## config.mk

```make
export PLATFORM = sky130hd
export DESIGN_NAME = ocg_correct
export DESIGN_NICKNAME = d
export VERILOG_FILES = /design/src/rtl/ocg_pkg.sv /design/src/rtl/ocg_dp_if.sv /design/src/rtl/ocg_correct.sv /design/src/rtl/ocg_datapath.sv
export SDC_FILE = /design/constraint.sdc
export NUM_CORES = 2
export LEC_CHECK = 0
export ABC_CLOCK_PERIOD_IN_PS = 38600
export BUFFER_PORTS_ARGS = -buffer_cell sky130_fd_sc_hd__buf_4
export CAP_MARGIN = 20
export CELL_PAD_IN_SITES_DETAIL_PLACEMENT = 0
export CELL_PAD_IN_SITES_GLOBAL_PLACEMENT = 1
export CORE_MARGIN = 2
export CORE_UTILIZATION = 55
export DETAILED_ROUTE_END_ITERATION = 10
export PLACE_DENSITY = 0.89
export SLEW_MARGIN = 20
export SYNTH_ARGS = -nofsm -noshare
export SYNTH_HDL_FRONTEND = slang
export SYNTH_SLANG_ARGS = --single-unit
```

## constraint.sdc

```tcl
create_clock -name clk_in -period 38.6 [get_ports clk_in]
set_clock_uncertainty 0.05 [all_clocks]
set_input_delay 3.86 -clock clk_in [delete_from_list [all_inputs] [get_ports clk_in]]
set_output_delay 3.86 -clock clk_in [all_outputs]
set_load 0.01 [all_outputs]
```

## src/rtl/ocg_pkg.sv

```systemverilog
// Package with offsets, field layouts, reset values and helpers for the correction stage.
package ocg_pkg;
   localparam int          OCG_W             = 24;
   localparam int          OCG_ADDR_W        = 8;
   localparam int          OCG_WIDE_W        = 50;
   localparam int          OCG_FRAC_BITS     = 23;
   // Register map, at the printed addresses of the control interface.
   localparam logic [7:0]  OCG_SYS_OFF_FIRST  = 8'h13;
   localparam logic [7:0]  OCG_SYS_OFF_SECOND = 8'h14;
   localparam logic [7:0]  OCG_SYS_GAIN_FIRST = 8'h15;
   localparam logic [7:0]  OCG_SYS_GAIN_SECOND = 8'h16;
   localparam logic [7:0]  OCG_SELF_OFF       = 8'h17;
   // Reset values: zero offset and unity gain (top bit weighs one).
   localparam logic [23:0] OCG_OFF_RST        = 24'h00_0000;
   localparam logic [23:0] OCG_GAIN_RST       = 24'h80_0000;
   localparam logic [23:0] OCG_POS_FS         = 24'h7F_FFFF;
   localparam logic [23:0] OCG_NEG_FS         = 24'h80_0000;
   localparam logic [23:0] OCG_RD_NONE        = 24'h00_0000;
   // Calibration set select codes; any code with the top bit set disables system calibration.
   typedef enum logic [1:0] {
      OCG_SET_FIRST  = 2'b00,
      OCG_SET_SECOND = 2'b01,
      OCG_SET_NONE_A = 2'b10,
      OCG_SET_NONE_B = 2'b11
   } ocg_set_t;

   // Clamp a wide signed value to the 24-bit two's complement range.
   function automatic logic signed [23:0] ocg_sat(input logic signed [49:0] v);
      logic signed [49:0] hi;
      logic signed [49:0] lo;
      hi = 50'sh0_0000_007F_FFFF;
      lo = -50'sh0_0000_0080_0000;
      if (v > hi) begin
         ocg_sat = OCG_POS_FS;
      end else if (v < lo) begin
         ocg_sat = OCG_NEG_FS;
      end else begin
         ocg_sat = v[23:0];
      end
   endfunction

   // Multiply by an unsigned 1.23 gain and clamp the result.
   function automatic logic signed [23:0] ocg_gain(input logic signed [23:0] x,
                                                    input logic [23:0] g);
      logic signed [49:0] p;
      p = 50'(x * $signed({1'b0, g}));
      ocg_gain = ocg_sat(p >>> OCG_FRAC_BITS);
   endfunction
endpackage

```

## src/rtl/ocg_dp_if.sv

```systemverilog
// Interface carrying coefficients, selects and stage values between top and datapath.
`timescale 1ns/1ps
`default_nettype none
interface ocg_dp_if;
   import ocg_pkg::*;
   logic signed [23:0] raw;
   logic [1:0]         set_sel;
   logic               bypass;
   logic               unipolar;
   logic [23:0]        self_off;
   logic [23:0]        self_gain;
   logic [23:0]        off_first;
   logic [23:0]        off_second;
   logic [23:0]        gain_first;
   logic [23:0]        gain_second;
   logic signed [23:0] st_self_off;
   logic signed [23:0] st_self_gain;
   logic signed [23:0] st_sys_off;
   logic signed [23:0] st_sys_gain;
   logic signed [23:0] result;
   modport ctl  (output raw, set_sel, bypass, unipolar, self_off, self_gain, off_first,
                 off_second, gain_first, gain_second,
                 input st_self_off, st_self_gain, st_sys_off, st_sys_gain, result);
   modport core (input raw, set_sel, bypass, unipolar, self_off, self_gain, off_first,
                 off_second, gain_first, gain_second,
                 output st_self_off, st_self_gain, st_sys_off, st_sys_gain, result);
endinterface
`default_nettype wire

```

## src/rtl/ocg_correct.sv

```systemverilog
// Top of the calibration offset and gain correction stage with its register file.
`timescale 1ns/1ps
`default_nettype none
module ocg_correct (
   input  wire logic                clk_in,
   input  wire logic                rst_n_in,
   input  wire logic [7:0]          reg_addr_in,
   input  wire logic [23:0]         reg_wdata_in,
   input  wire logic                reg_wr_in,
   input  wire logic                reg_rd_in,
   output var  logic [23:0]         reg_rdata_out,
   output var  logic                reg_rvalid_out,
   input  wire logic                cal_wr_in,
   input  wire logic [7:0]          cal_addr_in,
   input  wire logic [23:0]         cal_data_in,
   input  wire logic                sample_valid_in,
   input  wire logic signed [23:0]  sample_in,
   input  wire logic [1:0]          calibration_set_select_per_result_in,
   input  wire logic                self_offset_bypass_in,
   input  wire logic                unipolar_bipolar_select_in,
   input  wire logic [23:0]         self_gain_in,
   output var  logic signed [23:0]  result_out,
   output var  logic                result_valid_out
);
   import ocg_pkg::*;

   logic [23:0] system_offset_first_reg;
   logic [23:0] system_offset_second_reg;
   logic [23:0] system_gain_first_reg;
   logic [23:0] system_gain_second_reg;
   logic [23:0] self_calibration_offset_reg;
   logic [23:0] rd_next;

   ocg_dp_if dp ();

   ocg_datapath u_datapath (
      .dp (dp.core)
   );

   // Feed the chain with the live sample and the stored coefficients.
   assign dp.raw         = sample_in;
   assign dp.set_sel     = calibration_set_select_per_result_in;
   assign dp.bypass      = self_offset_bypass_in;
   assign dp.unipolar    = unipolar_bipolar_select_in;
   assign dp.self_off    = self_calibration_offset_reg;
   assign dp.self_gain   = self_gain_in;
   assign dp.off_first   = system_offset_first_reg;
   assign dp.off_second  = system_offset_second_reg;
   assign dp.gain_first  = system_gain_first_reg;
   assign dp.gain_second = system_gain_second_reg;

   // System offsets: a measured value wins over a host write in the same cycle, since
   // the calibration result is the newer knowledge of the channel.
   always_ff @(posedge clk_in or negedge rst_n_in) begin
      if (!rst_n_in) begin
         system_offset_first_reg  <= OCG_OFF_RST;
         system_offset_second_reg <= OCG_OFF_RST;
      end else begin
         if (cal_wr_in && cal_addr_in == OCG_SYS_OFF_FIRST) begin
            system_offset_first_reg <= cal_data_in;
         end else if (reg_wr_in && reg_addr_in == OCG_SYS_OFF_FIRST) begin
            system_offset_first_reg <= reg_wdata_in;
         end
         if (cal_wr_in && cal_addr_in == OCG_SYS_OFF_SECOND) begin
            system_offset_second_reg <= cal_data_in;
         end else if (reg_wr_in && reg_addr_in == OCG_SYS_OFF_SECOND) begin
            system_offset_second_reg <= reg_wdata_in;
         end
      end
   end

   // System gains, same priority as the offsets.
   always_ff @(posedge clk_in or negedge rst_n_in) begin
      if (!rst_n_in) begin
         system_gain_first_reg  <= OCG_GAIN_RST;
         system_gain_second_reg <= OCG_GAIN_RST;
      end else begin
         if (cal_wr_in && cal_addr_in == OCG_SYS_GAIN_FIRST) begin
            system_gain_first_reg <= cal_data_in;
         end else if (reg_wr_in && reg_addr_in == OCG_SYS_GAIN_FIRST) begin
            system_gain_first_reg <= reg_wdata_in;
         end
         if (cal_wr_in && cal_addr_in == OCG_SYS_GAIN_SECOND) begin
            system_gain_second_reg <= cal_data_in;
         end else if (reg_wr_in && reg_addr_in == OCG_SYS_GAIN_SECOND) begin
            system_gain_second_reg <= reg_wdata_in;
         end
      end
   end

   // Self offset, overwritten by self-calibration or by the host.
   always_ff @(posedge clk_in or negedge rst_n_in) begin
      if (!rst_n_in) begin
         self_calibration_offset_reg <= OCG_OFF_RST;
      end else if (cal_wr_in && cal_addr_in == OCG_SELF_OFF) begin
         self_calibration_offset_reg <= cal_data_in;
      end else if (reg_wr_in && reg_addr_in == OCG_SELF_OFF) begin
         self_calibration_offset_reg <= reg_wdata_in;
      end
   end

   // Read mux; addresses outside this block answer zero.
   always_comb begin
      case (reg_addr_in)
         OCG_SYS_OFF_FIRST:   rd_next = system_offset_first_reg;
         OCG_SYS_OFF_SECOND:  rd_next = system_offset_second_reg;
         OCG_SYS_GAIN_FIRST:  rd_next = system_gain_first_reg;
         OCG_SYS_GAIN_SECOND: rd_next = system_gain_second_reg;
         OCG_SELF_OFF:        rd_next = self_calibration_offset_reg;
         default:             rd_next = OCG_RD_NONE;
      endcase
   end

   // Read data is registered so the serial side sees a stable word for a whole cycle.
   always_ff @(posedge clk_in or negedge rst_n_in) begin
      if (!rst_n_in) begin
         reg_rdata_out  <= OCG_RD_NONE;
         reg_rvalid_out <= 1'b0;
      end else begin
         reg_rvalid_out <= reg_rd_in;
         if (reg_rd_in) begin
            reg_rdata_out <= rd_next;
         end
      end
   end

   // One register stage on the corrected result; the result holds until the next sample.
   always_ff @(posedge clk_in or negedge rst_n_in) begin
      if (!rst_n_in) begin
         result_out       <= OCG_OFF_RST;
         result_valid_out <= 1'b0;
      end else begin
         result_valid_out <= sample_valid_in;
         if (sample_valid_in) begin
            result_out <= dp.result;
         end
      end
   end
endmodule // ocg_correct
`default_nettype wire

```

## src/rtl/ocg_datapath.sv

```systemverilog
// Combinational correction chain: self offset, self gain, system offset, system gain, scale.
`timescale 1ns/1ps
`default_nettype none
module ocg_datapath (
   ocg_dp_if.core dp
);
   import ocg_pkg::*;
   logic signed [23:0] sys_off;
   logic [23:0]        sys_gain;

   // Self offset is skipped while the bypass bit is set; offsets are always signed.
   always_comb begin
      dp.st_self_off = dp.bypass ? dp.raw
                     : ocg_sat(50'(dp.raw) - 50'($signed(dp.self_off)));
   end

   // Self gain multiplies the self-offset-corrected value.
   always_comb begin
      dp.st_self_gain = ocg_gain(dp.st_self_off, dp.self_gain);
   end

   // Pick the system set for this result; the disable codes skip both system steps.
   always_comb begin
      case (ocg_set_t'(dp.set_sel))
         OCG_SET_FIRST: begin
            sys_off  = $signed(dp.off_first);
            sys_gain = dp.gain_first;
         end
         OCG_SET_SECOND: begin
            sys_off  = $signed(dp.off_second);
            sys_gain = dp.gain_second;
         end
         default: begin
            sys_off  = $signed(OCG_OFF_RST);
            sys_gain = OCG_GAIN_RST;
         end
      endcase
   end

   // System offset after self correction, then system gain, then bipolar or unipolar scale.
   always_comb begin
      dp.st_sys_off  = dp.set_sel[1] ? dp.st_self_gain
                     : ocg_sat(50'(dp.st_self_gain) - 50'(sys_off));
      dp.st_sys_gain = dp.set_sel[1] ? dp.st_sys_off
                     : ocg_gain(dp.st_sys_off, sys_gain);
      dp.result      = dp.unipolar ? ocg_sat(50'(dp.st_sys_gain) <<< 1)
                     : dp.st_sys_gain;
   end
endmodule // ocg_datapath
`default_nettype wire

```

==> impl_metrics.csv <==
group,metric,value,unit
run_status,status,"complete, no violations",
timing,fmax,0.03541,GHz
route,dr.pass1.iters,8,
critical_path,path_max_fanout,25,
clock_network,path_clk_slew,0.07,ns
critical_path,critPathSlowestCell,"nor3b_1",
final_layout,drive_above_1_share,0.08016,
clock_network,cts-hold-fix-buffers,0,
clock_network,h-tree-depth,4,
synth,yosys_warnings,0,
route,drtAntennaViolNets,0,
timing,hold_viol,0,
critical_path,critPathCaptureType,"flip-flop",
synth,synth-main-ff-cell,"dfrtp_1",
global_route,overflow,0,
clock_network,max-clock-path-buffers,2,
placed_design,io_buffers,171,
synth,synth_area,51740,sq um
clock_network,clk_latency,0.45,ns
critical_path,critPathMostFrequentCell,"fa_1",
floorplan,row_count,112,
route,vias_per_cell,5.888,
placed_design,gp_congestion,1.007,
global_route,grt_pass1_wl,264.2,mm
timing,setup_viol,0,
route,routed_wl,167.8,mm
clock_network,clockRootBuffer,"clkbuf_16",
floorplan,initial_core_util,0.5544,
route,vias,42790,
placed_design,hpwlAfterDp,131.4,mm
critical_path,slowest_delay,0.87,ns
final_layout,final_common_cell,"inv_1",
synth,synth_compound_area_frac,0.1073,
placed_design,post_dp_cell_area,54180,sq um
synth,synth_cell_types,95,
synth,syn_avg_cell_area,8.567,sq um
synth,synth-simple-area-share,0.1621,
synth,syn_inst,6040,
global_route,grt_max_degree,99,
timing,slew_violations,0,
global_route,grt_pass1_vias,45580,
clock_network,numCtsBuffers,17,
final_layout,fin_area,54780,sq um
final_layout,layout_common_cells,"1189 x inv_1, 964 x fa_1, 808 x nand2_1",
synth,synth_top_family_by_area,"adder cells",
global_route,antenna_found_initial,3,
synth,synth_edf_count,0,
synth,synth_seq_cells,170,
global_route,grt_use_total,0.3547,
final_layout,fillers,8496,
route,drt_iter0_drc,3359,
synth,synth.net_count,7569,
floorplan,die_x,310.7,microns
synth,synthXorXnorAreaFrac,0.01507,
route,drc,0,
critical_path,crit_type,"input port to flip-flop",
synth,synthAdderAreaFrac,0.4828,
floorplan,dieHeight,310.7,microns
timing,relSlewSlack,0.1982,
synth,synthMuxAreaShare,0.03990,
clock_network,post-cts-setup-buffers,0,
min_path,min_path_type,"flip-flop to flip-flop",
final_layout,area_delta_synth_final,5.871,%
clock_network,cts_resized,0,
timing,tightest_slew,1.200,ns
floorplan,core,93330,sq um
route,wl_per_cell,23.08,microns
floorplan,die_area,96550,sq um
clock_network,cts_tree,"built",
floorplan,ioPinCount,172,
synth,synth-seq-area-share,0.08227,
timing,rsz0062_at_grt,"no",
critical_path,cp_top_family,"adder cells",
critical_path,worst-endpoint-arrival,28.47,ns
timing,final.period_utilization,0.7316,
final_layout,nNetsFinal,7529,
critical_path,required,38.84,ns
timing,setup_tns,0,ns
timing,fin_crit,28.24,ns
critical_path,cp_num_buf_inv,15,
run,drv_cap,0,
critical_path,critPathLaunchType,"input port",
synth,ys_async_sr_fraction,1.000,
clock_network,clock_sinks,170,
path summary, 6_finish.rpt:
kind / startpoint / to / slack, ns / depth (start not counted)
worst max-delay path: sample_in[0] / result_out[21] / 10.36 / 84
worst min-delay path: result_out[23] / result_out[23] / 0.45 / 2
worst max register to register: dp.self_off[0] / result_out[21] / 13.30 / 82
worst min register to register: result_out[23] / result_out[23] / 0.45 / 2
max in group asynchronous: rst_n_in / result_out[22] / 33.51 / 2
min in group asynchronous: rst_n_in / reg_rdata_out[21] / 3.45 / 1
cells by family after synthesis:
logic type / after synthesis
buffers and inverters: 1509
XOR/XNOR: 89
AND/OR/NAND/NOR: 1833
AO/OA/AOI/OAI: 818
multiplexers: 200
flip-flops: 170
adder cells (fa/ha/maj): 1421
cells in the mapped netlist, drive strengths merged (13+ instances only):
cell / number / share of area
or2: 62 / 0.0075
a21oi: 253 / 0.025
xnor2: 61 / 0.010
nand4: 29 / 0.0035
a31oi: 24 / 0.0039
o21bai: 22 / 0.0034
nor3: 38 / 0.0037
a22oi: 21 / 0.0031
a222oi: 24 / 0.0046
fa: 964 / 0.37
inv: 1189 / 0.086
buf: 41 / 0.0041
mux2: 50 / 0.011
nor2: 402 / 0.029
nand3: 59 / 0.0059
o221ai: 27 / 0.0067
a211oi: 17 / 0.0028
nand2b: 40 / 0.0048
and2: 232 / 0.028
xor2: 28 / 0.0047
o211ai: 13 / 0.0020
o21a: 16 / 0.0023
clkbuf: 279 / 0.020
ha: 443 / 0.11
a21o: 141 / 0.020
a22o: 24 / 0.0041
and3: 24 / 0.0029
mux2i: 150 / 0.029
nand2: 808 / 0.059
or3: 19 / 0.0023
o21ai: 166 / 0.016
nor2b: 89 / 0.011
maj3: 14 / 0.0027
dfrtp: 168 / 0.081
sequential cells by signal, summed over array words and instances, names as in the netlist:
register,cells
dp.gain_first,24
result_out,24
dp.self_off,24
result_valid_out,1
reg_rdata_out,24
reg_rvalid_out,1
dp.off_second,24
dp.gain_second,24
dp.off_first,24
final cells by class:
type | instances | area, sq um | share of cell area
multi-input combinational | 4361 | 41940 | 0.7656
inverter | 1189 | 4463 | 0.08147
sequential | 170 | 4257 | 0.07770
timing repair buffer | 261 | 1971 | 0.03597
tap | 1254 | 1569 | 0.02864
clock buffer | 18 | 429.2 | 0.007834
clock inverter | 14 | 151.4 | 0.002764
antenna | 1 | 2.502 | 0.00004568
worst reg2reg max path, delay by kind of cell, from the launching register on:
kind	cells	cell delay, ns
adder cells (fa/ha/maj)	19	9.05
AO/OA/AOI/OAI	31	8.83
AND/OR/NAND/NOR	16	4.54
buffers and inverters	13	1.19
flip-flops	1	0.52
XOR/XNOR	2	0.50
multiplexers	1	0.47
per-stage QoR:
step	std cells	utilization	worst slack (ns)	hold slack, ns
floorplan	6040	-	14.37	0.4164
global placement	7233	0.5803	10.67	0.4329
detailed placement	7234	0.5805	10.49	0.4296
CTS	7266	0.5867	10.86	0.4513
global route	7267	0.5869	9.374	0.4845
finish	7268	0.5870	10.36	0.4509
metal layers:
metal  routed length, microns  GRT usage  part of all wire  vias up
li1                         -          -                 -    18710
met1                    64540     0.4552              0.38    21450
met2                    77580     0.5757              0.46     2090
met3                    15600    0.06971             0.093      542
met4                    10040     0.1744             0.060        2
met5                       14          0          0.000083        -
Power is not shown: default switching activity piles up to over one toggle a cycle in this logic, so the estimate is an artifact.
